$ cat config.mk
export PLATFORM = sky130hd
export DESIGN_NAME = cscr_device_flat
export DESIGN_NICKNAME = d
export VERILOG_FILES = /design/src/hdl/cscr_pkg.sv /design/src/hdl/cscr_link_if.sv /design/src/hdl/cscr_device.sv /design/src/flat_wrapper.sv
export VERILOG_INCLUDE_DIRS = /design/src /design/src/hdl
export SDC_FILE = /design/constraint.sdc
export NUM_CORES = 1
export LEC_CHECK = 0
export ABC_AREA = 1
export BUFFER_PORTS_ARGS = -buffer_cell sky130_fd_sc_hd__buf_2
export CORE_MARGIN = 5
export CORE_UTILIZATION = 30
export CTS_BUF_LIST = sky130_fd_sc_hd__clkbuf_8 sky130_fd_sc_hd__clkbuf_16
export DETAILED_ROUTE_END_ITERATION = 10
export SETUP_SLACK_MARGIN = 0.02
export SYNTH_ARGS = -nofsm -noshare
export SYNTH_HDL_FRONTEND = slang
export SYNTH_SLANG_ARGS = --single-unit
$ cat constraint.sdc
create_clock -name ref_clk -period 6.81 [get_ports ref_clk]
set_input_delay 1.0215 -clock ref_clk [delete_from_list [all_inputs] [get_ports ref_clk]]
set_output_delay 1.0215 -clock ref_clk [all_outputs]
set_load 0.02 [all_outputs]
$ cat src/hdl/cscr_params.svh
// constants of the clock synthesiser configuration bank and its serial host
// ---------------------------------------------
// Summary of operation
// - pair register bit 31 powers pair off
// - register 0 bit 17 reloads all defaults
// - soft reset write ignores its other fields
// - soft reset acts at latch enable fall
// - any later write taken past the register lock, other than a soft reset, clears the reset bit
// - host rewrites register 0 after soft reset
// - register 1 bit 17 powers device down
// - eleven-bit divide at 15:5, zero reserved
// - divider output always 50 percent duty
// - divide 26 or more means extended mode
// - feedback write syncs; host keeps exclusions clear
// - register 31 bit 5 locks registers 0-30
// - lock after programmed in-window cycle count
// - reference divider at register 28 31:20
// - feedback divider at register 30 22:5
// - host writes calibration divider equal feedback
// - prescaler at register 30 26:24
// - register 12 bit 23 holds sync until lock
// - register 26 bit 29 doubles reference
// - lock pin select 31:27, driver 26:24
// - registers 0-5 serve output pairs in order
// - register 11 bit 5 enables crystal oscillator
// - register 11 bits 20-25 exclude pairs from sync
// ---------------------------------------------
`ifndef CSCR_PARAMS_SVH
`define CSCR_PARAMS_SVH
`define CSCR_NPAIR        6
`define CSCR_B_PATH_OFF   31
`define CSCR_B_DIV_LO     5
`define CSCR_B_DIV_HI     15
`define CSCR_B_SOFT_RST   17
`define CSCR_B_PWRDN      17
`define CSCR_B_XTAL       5
`define CSCR_B_EXCL_LO    20
`define CSCR_B_HOLD_SYNC  23
`define CSCR_B_DOUBLER    29
`define CSCR_B_WLOCK      5
`define CSCR_EXT_MIN      11'h01a
`define CSCR_A_R0         5'h00
`define CSCR_A_R1         5'h01
`define CSCR_A_SYNC       5'h0b
`define CSCR_A_LDPIN      5'h0c
`define CSCR_A_GPO0       5'h0d
`define CSCR_A_GPO1       5'h0e
`define CSCR_A_PLLGAIN    5'h1a
`define CSCR_A_REFDIV     5'h1c
`define CSCR_A_CALDIV     5'h1d
`define CSCR_A_FBDIV      5'h1e
`define CSCR_A_WLOCK      5'h1f
`define CSCR_D_PAIR       32'h0000_0320
`define CSCR_D_PAIR3      32'h0000_0020
`define CSCR_D_SYNC       32'h0180_0000
`define CSCR_D_LDPIN      32'h1b00_0000
`define CSCR_D_GPO0       32'h0302_0000
`define CSCR_D_GPO1       32'h0800_0000
`define CSCR_D_PLLGAIN    32'h0c08_0000
`define CSCR_D_REFDIV     32'h0040_0000
`define CSCR_D_CALDIV     32'h0700_0600
`define CSCR_D_FBDIV      32'h0200_0600
`define CSCR_SYNC_CYC     4'h8
`define CSCR_SCLK_HALF    8'h05
`define CSCR_SCLK_HMIN    8'h02
`define CSCR_AV_CMD       4'h0
`define CSCR_AV_STAT      4'h4
`define CSCR_AV_CFG       4'h8
`endif

$ cat src/hdl/cscr_pkg.sv
// types shared by the configuration bank and its serial host
package cscr_pkg;
  typedef logic [31:0][31:0] cscr_bank_t;
  typedef struct packed {
    logic [1:0]        sclk_s;
    logic [1:0]        sdat_s;
    logic [1:0]        le_s;
    logic [1:0]        ok_s;
    logic              sclk_d;
    logic              le_d;
    logic [31:0]       shift;
    cscr_bank_t        regs;
    logic [3:0]        sync_cnt;
    logic              sync_on;
    logic [13:0]       ok_cnt;
    logic              locked;
    logic [5:0][11:0]  dcnt;
    logic [11:0]       clk_out;
    logic [5:0]        ext;
  } cscr_dev_s;
  typedef enum logic [3:0] {
    CSCR_IDLE  = 4'b0001,
    CSCR_SHIFT = 4'b0010,
    CSCR_LATCH = 4'b0100,
    CSCR_GAP   = 4'b1000
  } cscr_hst_e;
  typedef struct packed {
    cscr_hst_e   state;
    logic [7:0]  hcnt;
    logic [7:0]  half;
    logic [4:0]  bitn;
    logic [31:0] cmd;
    logic [15:0] frames;
    logic        sclk;
    logic        sdata;
    logic        le;
    logic        wait_r;
    logic [31:0] rdata;
  } cscr_hst_s;
endpackage

$ cat src/hdl/cscr_link_if.sv
// three-wire serial programming link between host and configuration bank
`timescale 1ns/100ps
interface cscr_link_if;
  logic sclk;
  logic sdata;
  logic latch_en;
  modport host (output sclk, output sdata, output latch_en);
  modport dev  (input sclk, input sdata, input latch_en);
endinterface // cscr_link_if

$ cat src/hdl/cscr_device.sv
// configuration register bank with output dividers, sync and lock detect
`timescale 1ns/100ps
`include "cscr_params.svh"
module cscr_device (
  input  wire logic         ref_clk,
  input  wire logic         rst_n,
  cscr_link_if.dev          link,
  input  wire logic         phase_in_window,
  output logic [11:0]       clock_output_n,
  output logic [5:0]        pair_path_off,
  output logic [5:0][10:0]  pair_divide_value,
  output logic [5:0]        pair_extended,
  output logic [5:0]        pair_sync_exclude,
  output logic              device_powerdown,
  output logic              soft_reset_bit,
  output logic              crystal_osc_on,
  output logic              reference_doubler_on,
  output logic [4:0]        lock_pin_select,
  output logic [2:0]        lock_pin_driver,
  output logic [1:0]        charge_pump_gain,
  output logic [13:0]       lock_detect_count,
  output logic [11:0]       ref_div,
  output logic [17:0]       fb_div,
  output logic [17:0]       fb_cal_div,
  output logic [2:0]        fb_prescale,
  output logic              register_write_lock,
  output logic              digital_lock_detect,
  output logic              sync_active
);

  cscr_pkg::cscr_dev_s st_reg;
  cscr_pkg::cscr_dev_s st_next;

  // ---------------------------------------------
  // power-on contents of the bank
  // ---------------------------------------------
  // also the soft reset image, so both paths load the same values except register 0 bit 17, which soft reset sets
  function automatic cscr_pkg::cscr_bank_t dev_defaults();
    cscr_pkg::cscr_bank_t b;
    b = '0;
    for (int p = 0; p < `CSCR_NPAIR; p++) begin
      b[p] = `CSCR_D_PAIR;
    end
    b[3]                = `CSCR_D_PAIR3;
    b[`CSCR_A_SYNC]     = `CSCR_D_SYNC;
    b[`CSCR_A_LDPIN]    = `CSCR_D_LDPIN;
    b[`CSCR_A_GPO0]     = `CSCR_D_GPO0;
    b[`CSCR_A_GPO1]     = `CSCR_D_GPO1;
    b[`CSCR_A_PLLGAIN]  = `CSCR_D_PLLGAIN;
    b[`CSCR_A_REFDIV]   = `CSCR_D_REFDIV;
    b[`CSCR_A_CALDIV]   = `CSCR_D_CALDIV;
    b[`CSCR_A_FBDIV]    = `CSCR_D_FBDIV;
    return b;
  endfunction

  function automatic logic [10:0] div_of(input logic [31:0] w);
    return w[`CSCR_B_DIV_HI:`CSCR_B_DIV_LO];
  endfunction

  // ---------------------------------------------
  // next state
  // ---------------------------------------------
  always_comb begin
    logic        rise;
    logic        fall;
    logic [4:0]  addr;
    logic [31:0] data;
    logic        taken;
    logic        hold;
    logic [10:0] dv;
    logic        stop;
    logic [11:0] per;
    rise  = 1'b0;
    fall  = 1'b0;
    addr  = '0;
    data  = '0;
    taken = 1'b0;
    hold  = 1'b0;
    dv    = '0;
    stop  = 1'b0;
    per   = '0;
    st_next = st_reg;

    // second stage only feeds logic; the first is a pure synchroniser
    st_next.sclk_s = {st_reg.sclk_s[0], link.sclk};
    st_next.sdat_s = {st_reg.sdat_s[0], link.sdata};
    st_next.le_s   = {st_reg.le_s[0], link.latch_en};
    st_next.ok_s   = {st_reg.ok_s[0], phase_in_window};
    st_next.sclk_d = st_reg.sclk_s[1];
    st_next.le_d   = st_reg.le_s[1];
    rise = st_reg.sclk_s[1] & ~st_reg.sclk_d;
    fall = st_reg.le_d & ~st_reg.le_s[1];

    if (rise) begin
      st_next.shift = {st_reg.shift[30:0], st_reg.sdat_s[1]};
    end

    // ---------------------------------------------
    // commit of a serial frame
    // ---------------------------------------------
    if (st_reg.sync_cnt != 4'h0) begin
      st_next.sync_cnt = st_reg.sync_cnt - 4'h1;
    end
    addr  = st_reg.shift[4:0];
    data  = {st_reg.shift[31:5], 5'h00};
    taken = (addr == `CSCR_A_WLOCK) |
            ~st_reg.regs[`CSCR_A_WLOCK][`CSCR_B_WLOCK];
    if (fall && taken) begin
      if (addr == `CSCR_A_R0 && data[`CSCR_B_SOFT_RST]) begin
        st_next.regs = dev_defaults();
        // the rest of this frame is dropped on purpose
        st_next.regs[`CSCR_A_R0][`CSCR_B_SOFT_RST] = 1'b1;
      end else begin
        st_next.regs[addr] = data;
        st_next.regs[`CSCR_A_R0][`CSCR_B_SOFT_RST] = 1'b0;
        if (addr == `CSCR_A_FBDIV) begin
          st_next.sync_cnt = `CSCR_SYNC_CYC;
        end
      end
    end

    // ---------------------------------------------
    // lock detect
    // ---------------------------------------------
    // one ref_clk cycle stands in for one detector cycle
    if (!st_reg.ok_s[1]) begin
      st_next.ok_cnt = '0;
      st_next.locked = 1'b0;
    end else if (st_reg.ok_cnt >= st_reg.regs[`CSCR_A_PLLGAIN][19:6]) begin
      st_next.locked = 1'b1;
    end else begin
      st_next.ok_cnt = st_reg.ok_cnt + 14'h0001;
    end

    // ---------------------------------------------
    // sync condition
    // ---------------------------------------------
    hold = st_reg.regs[`CSCR_A_LDPIN][`CSCR_B_HOLD_SYNC] & ~st_reg.locked;
    st_next.sync_on = (st_next.sync_cnt != 4'h0) | hold;

    // ---------------------------------------------
    // output pair dividers
    // ---------------------------------------------
    // counting 2n cycles with the first n high keeps odd divides at
    // exact half duty without a falling-edge flop
    for (int p = 0; p < `CSCR_NPAIR; p++) begin
      // kept as a flop so the mode flag leaves the block straight from a register
      st_next.ext[p] = div_of(st_next.regs[p]) >= `CSCR_EXT_MIN;
      dv   = div_of(st_reg.regs[p]);
      per  = {dv, 1'b0} - 12'h001;
      stop = st_reg.regs[p][`CSCR_B_PATH_OFF] |
             st_reg.regs[`CSCR_A_R1][`CSCR_B_PWRDN] |
             (dv == 11'h000) |
             (st_reg.sync_on &
              ~st_reg.regs[`CSCR_A_SYNC][`CSCR_B_EXCL_LO + p]);
      if (stop) begin
        st_next.dcnt[p] = '0;
        st_next.clk_out[2*p]   = 1'b0;
        st_next.clk_out[2*p+1] = 1'b0;
      end else begin
        st_next.dcnt[p] = (st_reg.dcnt[p] >= per) ? 12'h000 : st_reg.dcnt[p] + 12'h001;
        st_next.clk_out[2*p]   = st_next.dcnt[p] < {1'b0, dv};
        st_next.clk_out[2*p+1] = st_next.dcnt[p] < {1'b0, dv};
      end
    end

    if (!rst_n) begin
      st_next          = '0;
      st_next.regs     = dev_defaults();
    end
  end

  always_ff @(posedge ref_clk) begin
    st_reg <= st_next;
  end

  // ---------------------------------------------
  // outputs, all taken from the state register
  // ---------------------------------------------
  genvar g;
  generate
    for (g = 0; g < `CSCR_NPAIR; g++) begin : g_pair
      assign pair_path_off[g]     = st_reg.regs[g][`CSCR_B_PATH_OFF];
      assign pair_divide_value[g] = st_reg.regs[g][`CSCR_B_DIV_HI:`CSCR_B_DIV_LO];
      assign pair_extended[g]     = st_reg.ext[g];
      assign pair_sync_exclude[g] = st_reg.regs[`CSCR_A_SYNC][`CSCR_B_EXCL_LO + g];
    end
  endgenerate

  assign clock_output_n       = st_reg.clk_out;
  assign device_powerdown     = st_reg.regs[`CSCR_A_R1][`CSCR_B_PWRDN];
  assign soft_reset_bit       = st_reg.regs[`CSCR_A_R0][`CSCR_B_SOFT_RST];
  assign crystal_osc_on       = st_reg.regs[`CSCR_A_SYNC][`CSCR_B_XTAL];
  assign reference_doubler_on = st_reg.regs[`CSCR_A_PLLGAIN][`CSCR_B_DOUBLER];
  assign lock_pin_select      = st_reg.regs[`CSCR_A_LDPIN][31:27];
  assign lock_pin_driver      = st_reg.regs[`CSCR_A_LDPIN][26:24];
  assign charge_pump_gain     = st_reg.regs[`CSCR_A_PLLGAIN][27:26];
  assign lock_detect_count    = st_reg.regs[`CSCR_A_PLLGAIN][19:6];
  assign ref_div              = st_reg.regs[`CSCR_A_REFDIV][31:20];
  assign fb_div               = st_reg.regs[`CSCR_A_FBDIV][22:5];
  assign fb_cal_div           = st_reg.regs[`CSCR_A_CALDIV][22:5];
  assign fb_prescale          = st_reg.regs[`CSCR_A_FBDIV][26:24];
  assign register_write_lock  = st_reg.regs[`CSCR_A_WLOCK][`CSCR_B_WLOCK];
  assign digital_lock_detect  = st_reg.locked;
  assign sync_active          = st_reg.sync_on;

endmodule // cscr_device

$ cat src/flat_wrapper.sv
// flat-port wrapper written by rule: the top's interface ports become plain ports
module cscr_device_flat 
  (ref_clk, rst_n, phase_in_window, clock_output_n, pair_path_off, pair_divide_value, pair_extended, pair_sync_exclude, device_powerdown, soft_reset_bit, crystal_osc_on, reference_doubler_on, lock_pin_select, lock_pin_driver, charge_pump_gain, lock_detect_count, ref_div, fb_div, fb_cal_div, fb_prescale, register_write_lock, digital_lock_detect, sync_active, link_sclk, link_sdata, link_latch_en);
  cscr_link_if link_i ();
  input  wire logic ref_clk;
  input  wire logic rst_n;
  input  wire logic phase_in_window;
  output logic [11:0] clock_output_n;
  output logic [5:0] pair_path_off;
  output logic [5:0][10:0] pair_divide_value;
  output logic [5:0] pair_extended;
  output logic [5:0] pair_sync_exclude;
  output logic device_powerdown;
  output logic soft_reset_bit;
  output logic crystal_osc_on;
  output logic reference_doubler_on;
  output logic [4:0] lock_pin_select;
  output logic [2:0] lock_pin_driver;
  output logic [1:0] charge_pump_gain;
  output logic [13:0] lock_detect_count;
  output logic [11:0] ref_div;
  output logic [17:0] fb_div;
  output logic [17:0] fb_cal_div;
  output logic [2:0] fb_prescale;
  output logic register_write_lock;
  output logic digital_lock_detect;
  output logic sync_active;
  input wire logic [$bits(link_i.sclk)-1:0] link_sclk;
  input wire logic [$bits(link_i.sdata)-1:0] link_sdata;
  input wire logic [$bits(link_i.latch_en)-1:0] link_latch_en;
  assign link_i.sclk = link_sclk;
  assign link_i.sdata = link_sdata;
  assign link_i.latch_en = link_latch_en;
  cscr_device u_core (.ref_clk(ref_clk), .rst_n(rst_n), .link(link_i), .phase_in_window(phase_in_window), .clock_output_n(clock_output_n), .pair_path_off(pair_path_off), .pair_divide_value(pair_divide_value), .pair_extended(pair_extended), .pair_sync_exclude(pair_sync_exclude), .device_powerdown(device_powerdown), .soft_reset_bit(soft_reset_bit), .crystal_osc_on(crystal_osc_on), .reference_doubler_on(reference_doubler_on), .lock_pin_select(lock_pin_select), .lock_pin_driver(lock_pin_driver), .charge_pump_gain(charge_pump_gain), .lock_detect_count(lock_detect_count), .ref_div(ref_div), .fb_div(fb_div), .fb_cal_div(fb_cal_div), .fb_prescale(fb_prescale), .register_write_lock(register_write_lock), .digital_lock_detect(digital_lock_detect), .sync_active(sync_active));
endmodule
# --- After elaboration in Yosys (flattened, before gate mapping) ---
# Index checks and enable logic that the tools add are counted.
# W data, S select, Z words.
word_totals:
  register_bits: 1170
  latchBits: 0
  mem_bits_rw: 0
  romBits: 0
  input_bits: 6
  out_inout_bits: 178
  elab_cells: 172
  memories: 0
op_classes:
  addsub: 14
  multipliers: 0
  div_mod_pow: 0
  n_lt_le_gt_ge: 21
  eq_ne: 2
  shift: 0
  mux: 14
  bitwise_logic: 40
  n_reduce_logical: 19
op_table:
  columns: ["operator", "n"]
  rows:
  - ["$bwmux W1024", 1]
  - ["$mux W1024", 1]
  - ["$mux W180", 1]
  - ["$demux W32 S5", 1]
  - ["$add A12 B1 Y12 const B", 6]
  - ["$ge A12 B12 Y1", 6]
  - ["$lt A12 B11 Y1", 6]
  - ["$mux W12", 6]
  - ["$sub A12 B1 Y12 const B", 6]
  - ["$ge A11 B5 Y1 const B", 6]
  - ["$logic_not A11 Y1", 6]
  - ["$mux W32", 1]
  - ["$or A1 B1 Y1", 20]
  - ["$add A14 B1 Y14 const B", 1]
  - ["$ge A14 B14 Y1", 1]
  - ["$mux W4", 3]
  - ["$reduce_or A2 Y1", 6]
  - ["$not A1 Y1", 11]
  - ["$eq A5 B5 Y1 const B", 2]
  - ["$and A1 B1 Y1", 9]
  - ["$reduce_bool A4 Y1", 2]
  - ["$lt A5 B6 Y1 const B", 1]
  - ["$ge A5 B1 Y1 const B", 1]
  - ["$logic_not A5 Y1", 1]
  - ["3 further kinds", 5]

# --- Longest topological paths before layout ---
# Gate-level depths: netlist (run 1).
logic_depth:
  depth_word: 9
  depth_mapped: 23
  ltp_nobuf: 22

# --- Worst setup path after synthesis (run 1) ---
# No wires, ideal clock.
synth_timing:
  kind: "register to register"
  startpoint: "register u_core.st_reg, in the netlist u_core.pair_divide_value[44]"
  endpoint: "register u_core.st_reg, in the netlist u_core.clock_output_n[8]"
  arrival_ns: 3.206
  required_time_ns: 6.740
  setup_slack_ns: 3.535
  path_stages_with_launch: 22
  path_buffers: 1
  synth_period_minus_slack_ns: 3.275
  cell_sequence: "dfxtp_1 -> inv_1 -> ha_1 -> nand2_1 -> nor4_1 -> nand3_1 -> xor2_1 -> inv_1 -> ha_1 -> nand2_1 -> nor2_1 -> and2_1 -> nand2_1 -> nand3_1 -> clkbuf_1 -> nor2_1 -> ha_1 -> a21oi_1 -> nor2_1 -> a211oi_1 -> o211ai_1 -> a21oi_1"
synth_between:
  elab_chain_len: 4
  elab_cells_between_ends: 8
synth_lines:
  columns: ["item", "line", "text"]
  rows:
  - ["start, declared", "cscr_device.sv:31", "cscr_pkg::cscr_dev_s st_reg;"]
  - ["start signal, assigned", "cscr_device.sv:174", "st_reg <= st_next;"]
  - ["$sub A12 B1 Y12 or $logic_not A11 Y1 (tied branches)", "cscr_device.sv:150, cscr_device.sv:153", null]
  - ["$ge A12 B12 Y1 or $or A1 B1 Y1 (tied branches)", "cscr_device.sv:161, cscr_device.sv:151", null]
  - ["$mux W12 or $or A1 B1 Y1 (tied branches)", "cscr_device.sv:161, cscr_device.sv:151", null]
  - ["$lt A12 B11 Y1 or $reduce_or A2 Y1 (tied branches)", null, null]
# Parallel ways exist; a longest one is shown, timed or not.
# A chain may end at the register's enable or synchronous reset.

# --- Worst setup path in the final report (run 1) ---
layout_timing:
  startpoint: "register u_core.st_reg, in the netlist u_core.pair_divide_value[55]"
  endpoint: "register u_core.st_reg, in the netlist u_core.clock_output_n[10]"
# Same word-level chain as after synthesis.

==> results of run 1 <==
routing by layer:
metal,vias to the layer above,GRT usage,share of wire
li1,8485,-,-
met1,7454,0.220,0.47
met2,378,0.262,0.45
met3,81,0.0334,0.059
met4,0,0.0490,0.029
met5,-,0,0
cells in the mapped netlist, types with 55 or more instances:
library cell	count
a21oi_1	179
buf_4	177
clkbuf_1	55
dfxtp_1	305
ha_1	160
inv_1	347
nand2_1	609
nand3_1	79
nor2_1	322
nor3_1	87
o21ai_0	138
xor2_1	75
logic make-up (layout without fill, tap and decap cells):
kind of cell / after synthesis / count (layout) / share of synthesized area
fa+ha+maj: 160 / 160 / 0.106
simple gates: 1188 / 1188 / 0.263
compound gates: 374 / 374 / 0.106
buf+inv: 605 / 616 / 0.158
xor+xnor: 90 / 90 / 0.0419
flops: 305 / 305 / 0.324
path summary, 6_finish.rpt:
check / from / end
hold reg to reg: u_core.st_reg[1174] / u_core.st_reg[1175]
hold / removal: u_core.st_reg[1174] / u_core.st_reg[1175]
setup / recovery: u_core.pair_divide_value[55] / u_core.clock_output_n[10]
setup reg to reg: u_core.pair_divide_value[55] / u_core.clock_output_n[10]
metrics by stage:
stage | power, mW | instance area, um2 | utilization
floorplan | 2.30 | 18800 | -
global placement | 2.44 | 19200 | 0.310
detailed placement | 2.44 | 19200 | 0.310
CTS | 4.68 | 20600 | 0.333
global route | 4.82 | 20600 | 0.333
finish | 4.61 | 20600 | 0.333
cell type report:
class / count / area share
Inverter: 355 / 0.0649
Tap cell: 837 / 0.0508
Timing Repair Buffer: 190 / 0.0470
Multi-Input combinational cell: 1812 / 0.473
Sequential cell: 305 / 0.296
Clock inverter: 25 / 0.0148
Clock buffer: 46 / 0.0526
where the power goes:
group	internal, mW	switching, mW	total [mW]
logic	0.151	0.345	0.496
clock network	1.34	0.873	2.21
registers	1.84	0.0628	1.90
worst max-delay path, delay by kind of cell, from the launching register on:
kind / cells / cell delay (ps)
flip-flops: 1 / 340
AND/OR/NAND/NOR: 10 / 1900
XOR/XNOR: 1 / 150
adder cells (fa/ha/maj): 3 / 790
buffers and inverters: 2 / 210
AO/OA/AOI/OAI: 4 / 460
==> flow_summary.yaml, run 1 <==
floorplanning:
  initial_core_util: 0.304
  die_y_um: 260
  rows: 91
  core_area_mm2: 0.0619
  die_x_um: 260
  dieArea_mm2: 0.0678
  pin_count: 184
clock_network:
  htreeDepth: 2
  numCtsBuffers: 40
  clkTransAtPathRegs_ps: 60
  cts_tree: "done"
  cts-root-buf: "clkbuf_16"
  clock-sinks: 305
  cts_resized: 0
  postCtsSetupBuffers: 0
  clock_path_buffers: 3
  cts_hold_buf: 0
  clk_latency_ps: 590
critical_path:
  start_kind: "flip-flop"
  reg2reg_slack_ps: 2880
  cpPeakStageDelay_ps: 540
  cpMaxStageDelayCell: "nand3_1"
  crit_top_cell: "nand2_1"
  path_max_fanout: 21
  cp_cell_sequence: "inv_1 -> ha_1 -> nand2_1 -> nor3_1 -> nand2_1 -> xor2_1 -> inv_1 -> ha_1 -> nand2_1 -> nor2_1 -> and2_1 -> nand2_1 -> nand3_1 -> nor3_1 -> ha_1 -> a21oi_1 -> o21bai_1 -> nor2_1 -> o211ai_1 -> a21oi_1"
  endpoint_kind: "flip-flop"
  cp.arrival_ps: 4410
  worstPathRequired_ps: 7290
  worstSetupPathType: "reg2reg"
  r2r.worst_path.cells: 20
logic_synthesis:
  yosys_register_bits: 305
  async_reset_ff_frac: 0
  syn_nets: 2888
  yosys-top-cells-area: "dfxtp_1, nand2_1, ha_1, buf_4, inv_1"
  yosysTopAreaCell: "dfxtp_1"
  synthesis.area_mm2: 0.0188
  ys.flop_type: "dfxtp_1"
  synthCells: 2722
  yosysTopAreaCellShare: 0.324
  ys_seq_area_frac: 0.324
  synth_edf_count: 0
  syn_area_per_cell_um2: 6.91
  synth_warnings: 0
  yosysUniqueCellTypes: 46
timing:
  finalCritPeriodShare: 0.578
  skew_ps: 37.3
  hold_ws_ps: 409
  setup_violations: 0
  fin_setup_tns_ps: 0
  setup_slack_ps: 2880
  tightest_slew_ps: 1200
  hold_violations: 0
  slew_headroom: 0.200
  fmax_mhz: 254
  finalMaxSlewViolations: 0
  rsz0062_at_grt: "false"
  period_needed_ps: 3930
final_layout:
  final_cells: 3570
  largest_reg_flops: 133
  layout_commonest_cell: "nand2_1"
  multi_input_area_mm2: 0.00975
  fill_cells: 6773
  layout-drive-gt1-share: 0.105
  area_growth_pct: 9.44
  final_cell_mix: "nand2_1, inv_1, nor2_1"
  seq_area_mm2: 0.00611
  final_nets: 2870
  diodes: 0
global_route:
  grt_first_pass_wirelength_um: 87500
  grt_max_degree: 75
  grt_pass1_vias: 15166
  antenna_found_initial: 1
  gr-total-overflow: 0
  grt_use_total: 0.163
placed_design:
  dp_cells: 3499
  dp_worst_setup_slack_ps: 2840
  gp_congestion: 0.851
  port-buffer-count: 183
  hpwl_um: 42100
power:
  power_leakage_nw: 9.35
  peakVddDrop_mv: 0.199
  p_per_area_mw_per_mm2: 224
detailed_routing:
  drtIter0Drc: 1029
  wl_per_cell_um: 15.9
  drc: 0
  dr_total_vias: 16398
  ant_nets: 0
  routed_wl_um: 56900
  vias_per_cell: 4.59
  drt_pass1_iterations: 5
run_status:
  outcome: "finished clean"
flow_run:
  drv_cap: 0
min_path:
  hold_path_class: "reg2reg"
  whs_path_depth: 2
(Power assumes the default switching activity.)
==> inputs of run 2 (changes only) <==
--- a/config.mk
+++ b/config.mk
@@ -6,7 +6,7 @@
 export SDC_FILE = /design/constraint.sdc
 export NUM_CORES = 1
 export LEC_CHECK = 0
-export ABC_AREA = 1
+export ABC_AREA = 0
 export BUFFER_PORTS_ARGS = -buffer_cell sky130_fd_sc_hd__buf_2
 export CORE_MARGIN = 5
 export CORE_UTILIZATION = 30
==> constraint.sdc (replaced) <==
create_clock -name ref_clk -period 3.3 [get_ports ref_clk]
set_input_delay 0.495 -clock ref_clk [delete_from_list [all_inputs] [get_ports ref_clk]]
set_output_delay 0.495 -clock ref_clk [all_outputs]
set_load 0.02 [all_outputs]
==> flow_summary.yaml, run 2 <==
logic_synthesis:
  yosysTopAreaCellShare: 0.342
  yosysUniqueCellTypes: 66
  yosys-top-cells-count: "dfxtp_1, nand2_1, nor2_1"
  ys.flop_type: "dfxtp_1"
  synthCells: 2146
  synth_edf_count: 0
  yosys-top-cells-area: "dfxtp_1, ha_1, buf_4, nand2_1, nor2_1"
  yosysMostFrequentCell: "dfxtp_1"
  syn_nets: 2312
  syn_area_per_cell_um2: 8.31
  ys_seq_area_frac: 0.342
  yosysTopAreaCell: "dfxtp_1"
  synthesis.area_mm2: 0.0178
  yosys_register_bits: 305
  async_reset_ff_frac: 0
  synth_warnings: 0
power:
  peakVddDrop_mv: 0.350
  power_leakage_nw: 8.92
  p_per_area_mw_per_mm2: 452
clock_network:
  clock_path_buffers: 3
  cts_tree: "done"
  cts_hold_buf: 0
  numCtsBuffers: 38
  clock-sinks: 305
  clk_latency_ps: 580
  htreeDepth: 2
  clkTransAtPathRegs_ps: 60
  cts-root-buf: "clkbuf_16"
global_route:
  grt_first_pass_wirelength_um: 88000
  gr-total-overflow: 0
  grt_pass1_vias: 15286
  grt_max_degree: 203
  grt_use_total: 0.173
  antenna_found_initial: 1
detailed_routing:
  drtIter0Drc: 878
  vias_per_cell: 5.02
  routed_wl_um: 58200
  ant_nets: 0
  drt_pass1_iterations: 5
  drc: 0
  dr_total_vias: 15597
  wl_per_cell_um: 18.7
final_layout:
  final_nets: 2473
  final_cell_mix: "dfxtp_1, nand2_1, buf_4"
  final_cells: 3109
  layout_commonest_cell: "dfxtp_1"
  layout-drive-gt1-share: 0.256
  largest_reg_flops: 133
  diodes: 0
  area_growth_pct: 21.9
timing:
  finalCritPeriodShare: 1.06
  hold_violations: 0
  skew_ps: 27.1
  slew_headroom: 0.253
  fmax_mhz: 286
  tightest_slew_ps: 1120
  setup_violations: 5
  finalMaxSlewViolations: 0
  hold_ws_ps: 141
  rsz0062_at_grt: "true"
  period_needed_ps: 3500
  setup_slack_ps: -203
floorplanning:
  die_x_um: 254
  core_area_mm2: 0.0589
  rows: 89
  die_y_um: 254
  pin_count: 184
  initial_core_util: 0.303
  dieArea_mm2: 0.0644
critical_path:
  worstSetupPathType: "reg2reg"
  start_kind: "flip-flop"
  endpoint_kind: "flip-flop"
  path_max_fanout: 4
  worstPathRequired_ps: 3780
  cp.arrival_ps: 3980
flow_run:
  drv_cap: 0
placed_design:
  port-buffer-count: 183
  hpwl_um: 42700
  dp_cells: 3023
  gp_congestion: 0.932
run_status:
  violations: "negative setup slack"
  outcome: "finished, violations left"
min_path:
  hold_path_class: "in2reg"
## run 2: cell count changes after synthesis, sizes merged, moves of 95 or more
cell,delta
nand2,-409
inv,-249
nor2,-136
nor2b,+113
a21oi,-102
a22oi,+97
o21ai,-95
## run 2: timing repair
action | CTS | global route
gates cloned | 0 | 0
resized for setup | 81 | 68
endpoints found under the setup margin | 6 | 6
pin swaps | 83 | 66
buffers inserted | 10 | 9
## run 2: final timing paths
kind,from,end,slack (ps),cells past startpoint
max,u_core.pair_divide_value[26],u_core.clock_output_n[4],-200,19
min,link_latch_en,u_core.st_reg[1170],140,2
min reg2reg,u_core.st_reg[1172],u_core.st_reg[1173],420,1
max reg2reg,u_core.pair_divide_value[26],u_core.clock_output_n[4],-200,19
## run 2: stage by stage
step           setup slack [ps]  cell area (um2)  utilization  setup TNS (ps)  total power [mW]
6_report                   -203            21700        0.369            -603              9.84
5_1_grt                    -432            21700        0.369           -1800              10.2
3_5_place_dp               -398            19500        0.332           -1930              4.99
4_1_cts                    -256            21300        0.362            -522              9.89
2_1_floorplan              -135            18000            -            -264              4.72
3_3_place_gp               -392            19500        0.332           -1570              4.96
## run 2: cells by family (layout without fill, tap and decap cells)
| kind of cell | count (synthesis) | count (layout) | share of synthesized area |
|---|---|---|---|
| adders and majority gates | 160 | 160 | 0.112 |
| xor gates and xnor gates | 114 | 114 | 0.0560 |
| AOI/OAI and AO/OA | 390 | 390 | 0.148 |
| buffers and inverters | 364 | 554 | 0.116 |
| DFF | 305 | 305 | 0.342 |
| and+or+nand+nor | 808 | 808 | 0.223 |
| muxes | 5 | 5 | 0.00281 |
## run 2: worst max-delay path: stages, from the launching register on
cell      delay, ps
dfxtp_2         320
or3_4           380
nand2b_4        160
nor3_4          200
nand2_2          90
nor3_2          130
xnor2_1         100
ha_1            300
nand4_1         140
nor3_2          150
a21oi_1          80
o211ai_1        130
buf_4           190
buf_6           100
nor2_2           30
ha_1            280
nand4_1         100
nor2_2           50
a221o_1         330
nor4_1          150
## run 2: area by class of cell
type                    instances  area (um2)
multi-input cells            1477       10400
well taps                     773         967
repair buffers                381        2450
flip-flops and latches        305        6130
clock inverters                25         398
inverters                     104         390
fillers                      5964       37200
clock buffers                  44        1030
## run 2: metal layers
metal | routed length [um] | global-route usage | part of all wire | up-vias
met2 | 26600 | 0.279 | 0.46 | 424
met1 | 26200 | 0.231 | 0.45 | 7502
met3 | 3270 | 0.0329 | 0.056 | 101
met5 | 17 | 0 | 0.00029 | -
li1 | - | - | - | 7568
met4 | 2090 | 0.0649 | 0.036 | 2
## run 2: where the power goes
part           internal (mW)  switching [mW]  total [mW]
Clock                   2.97            1.81        4.78
Sequential              3.78           0.116        3.90
Combinational          0.479           0.679        1.16
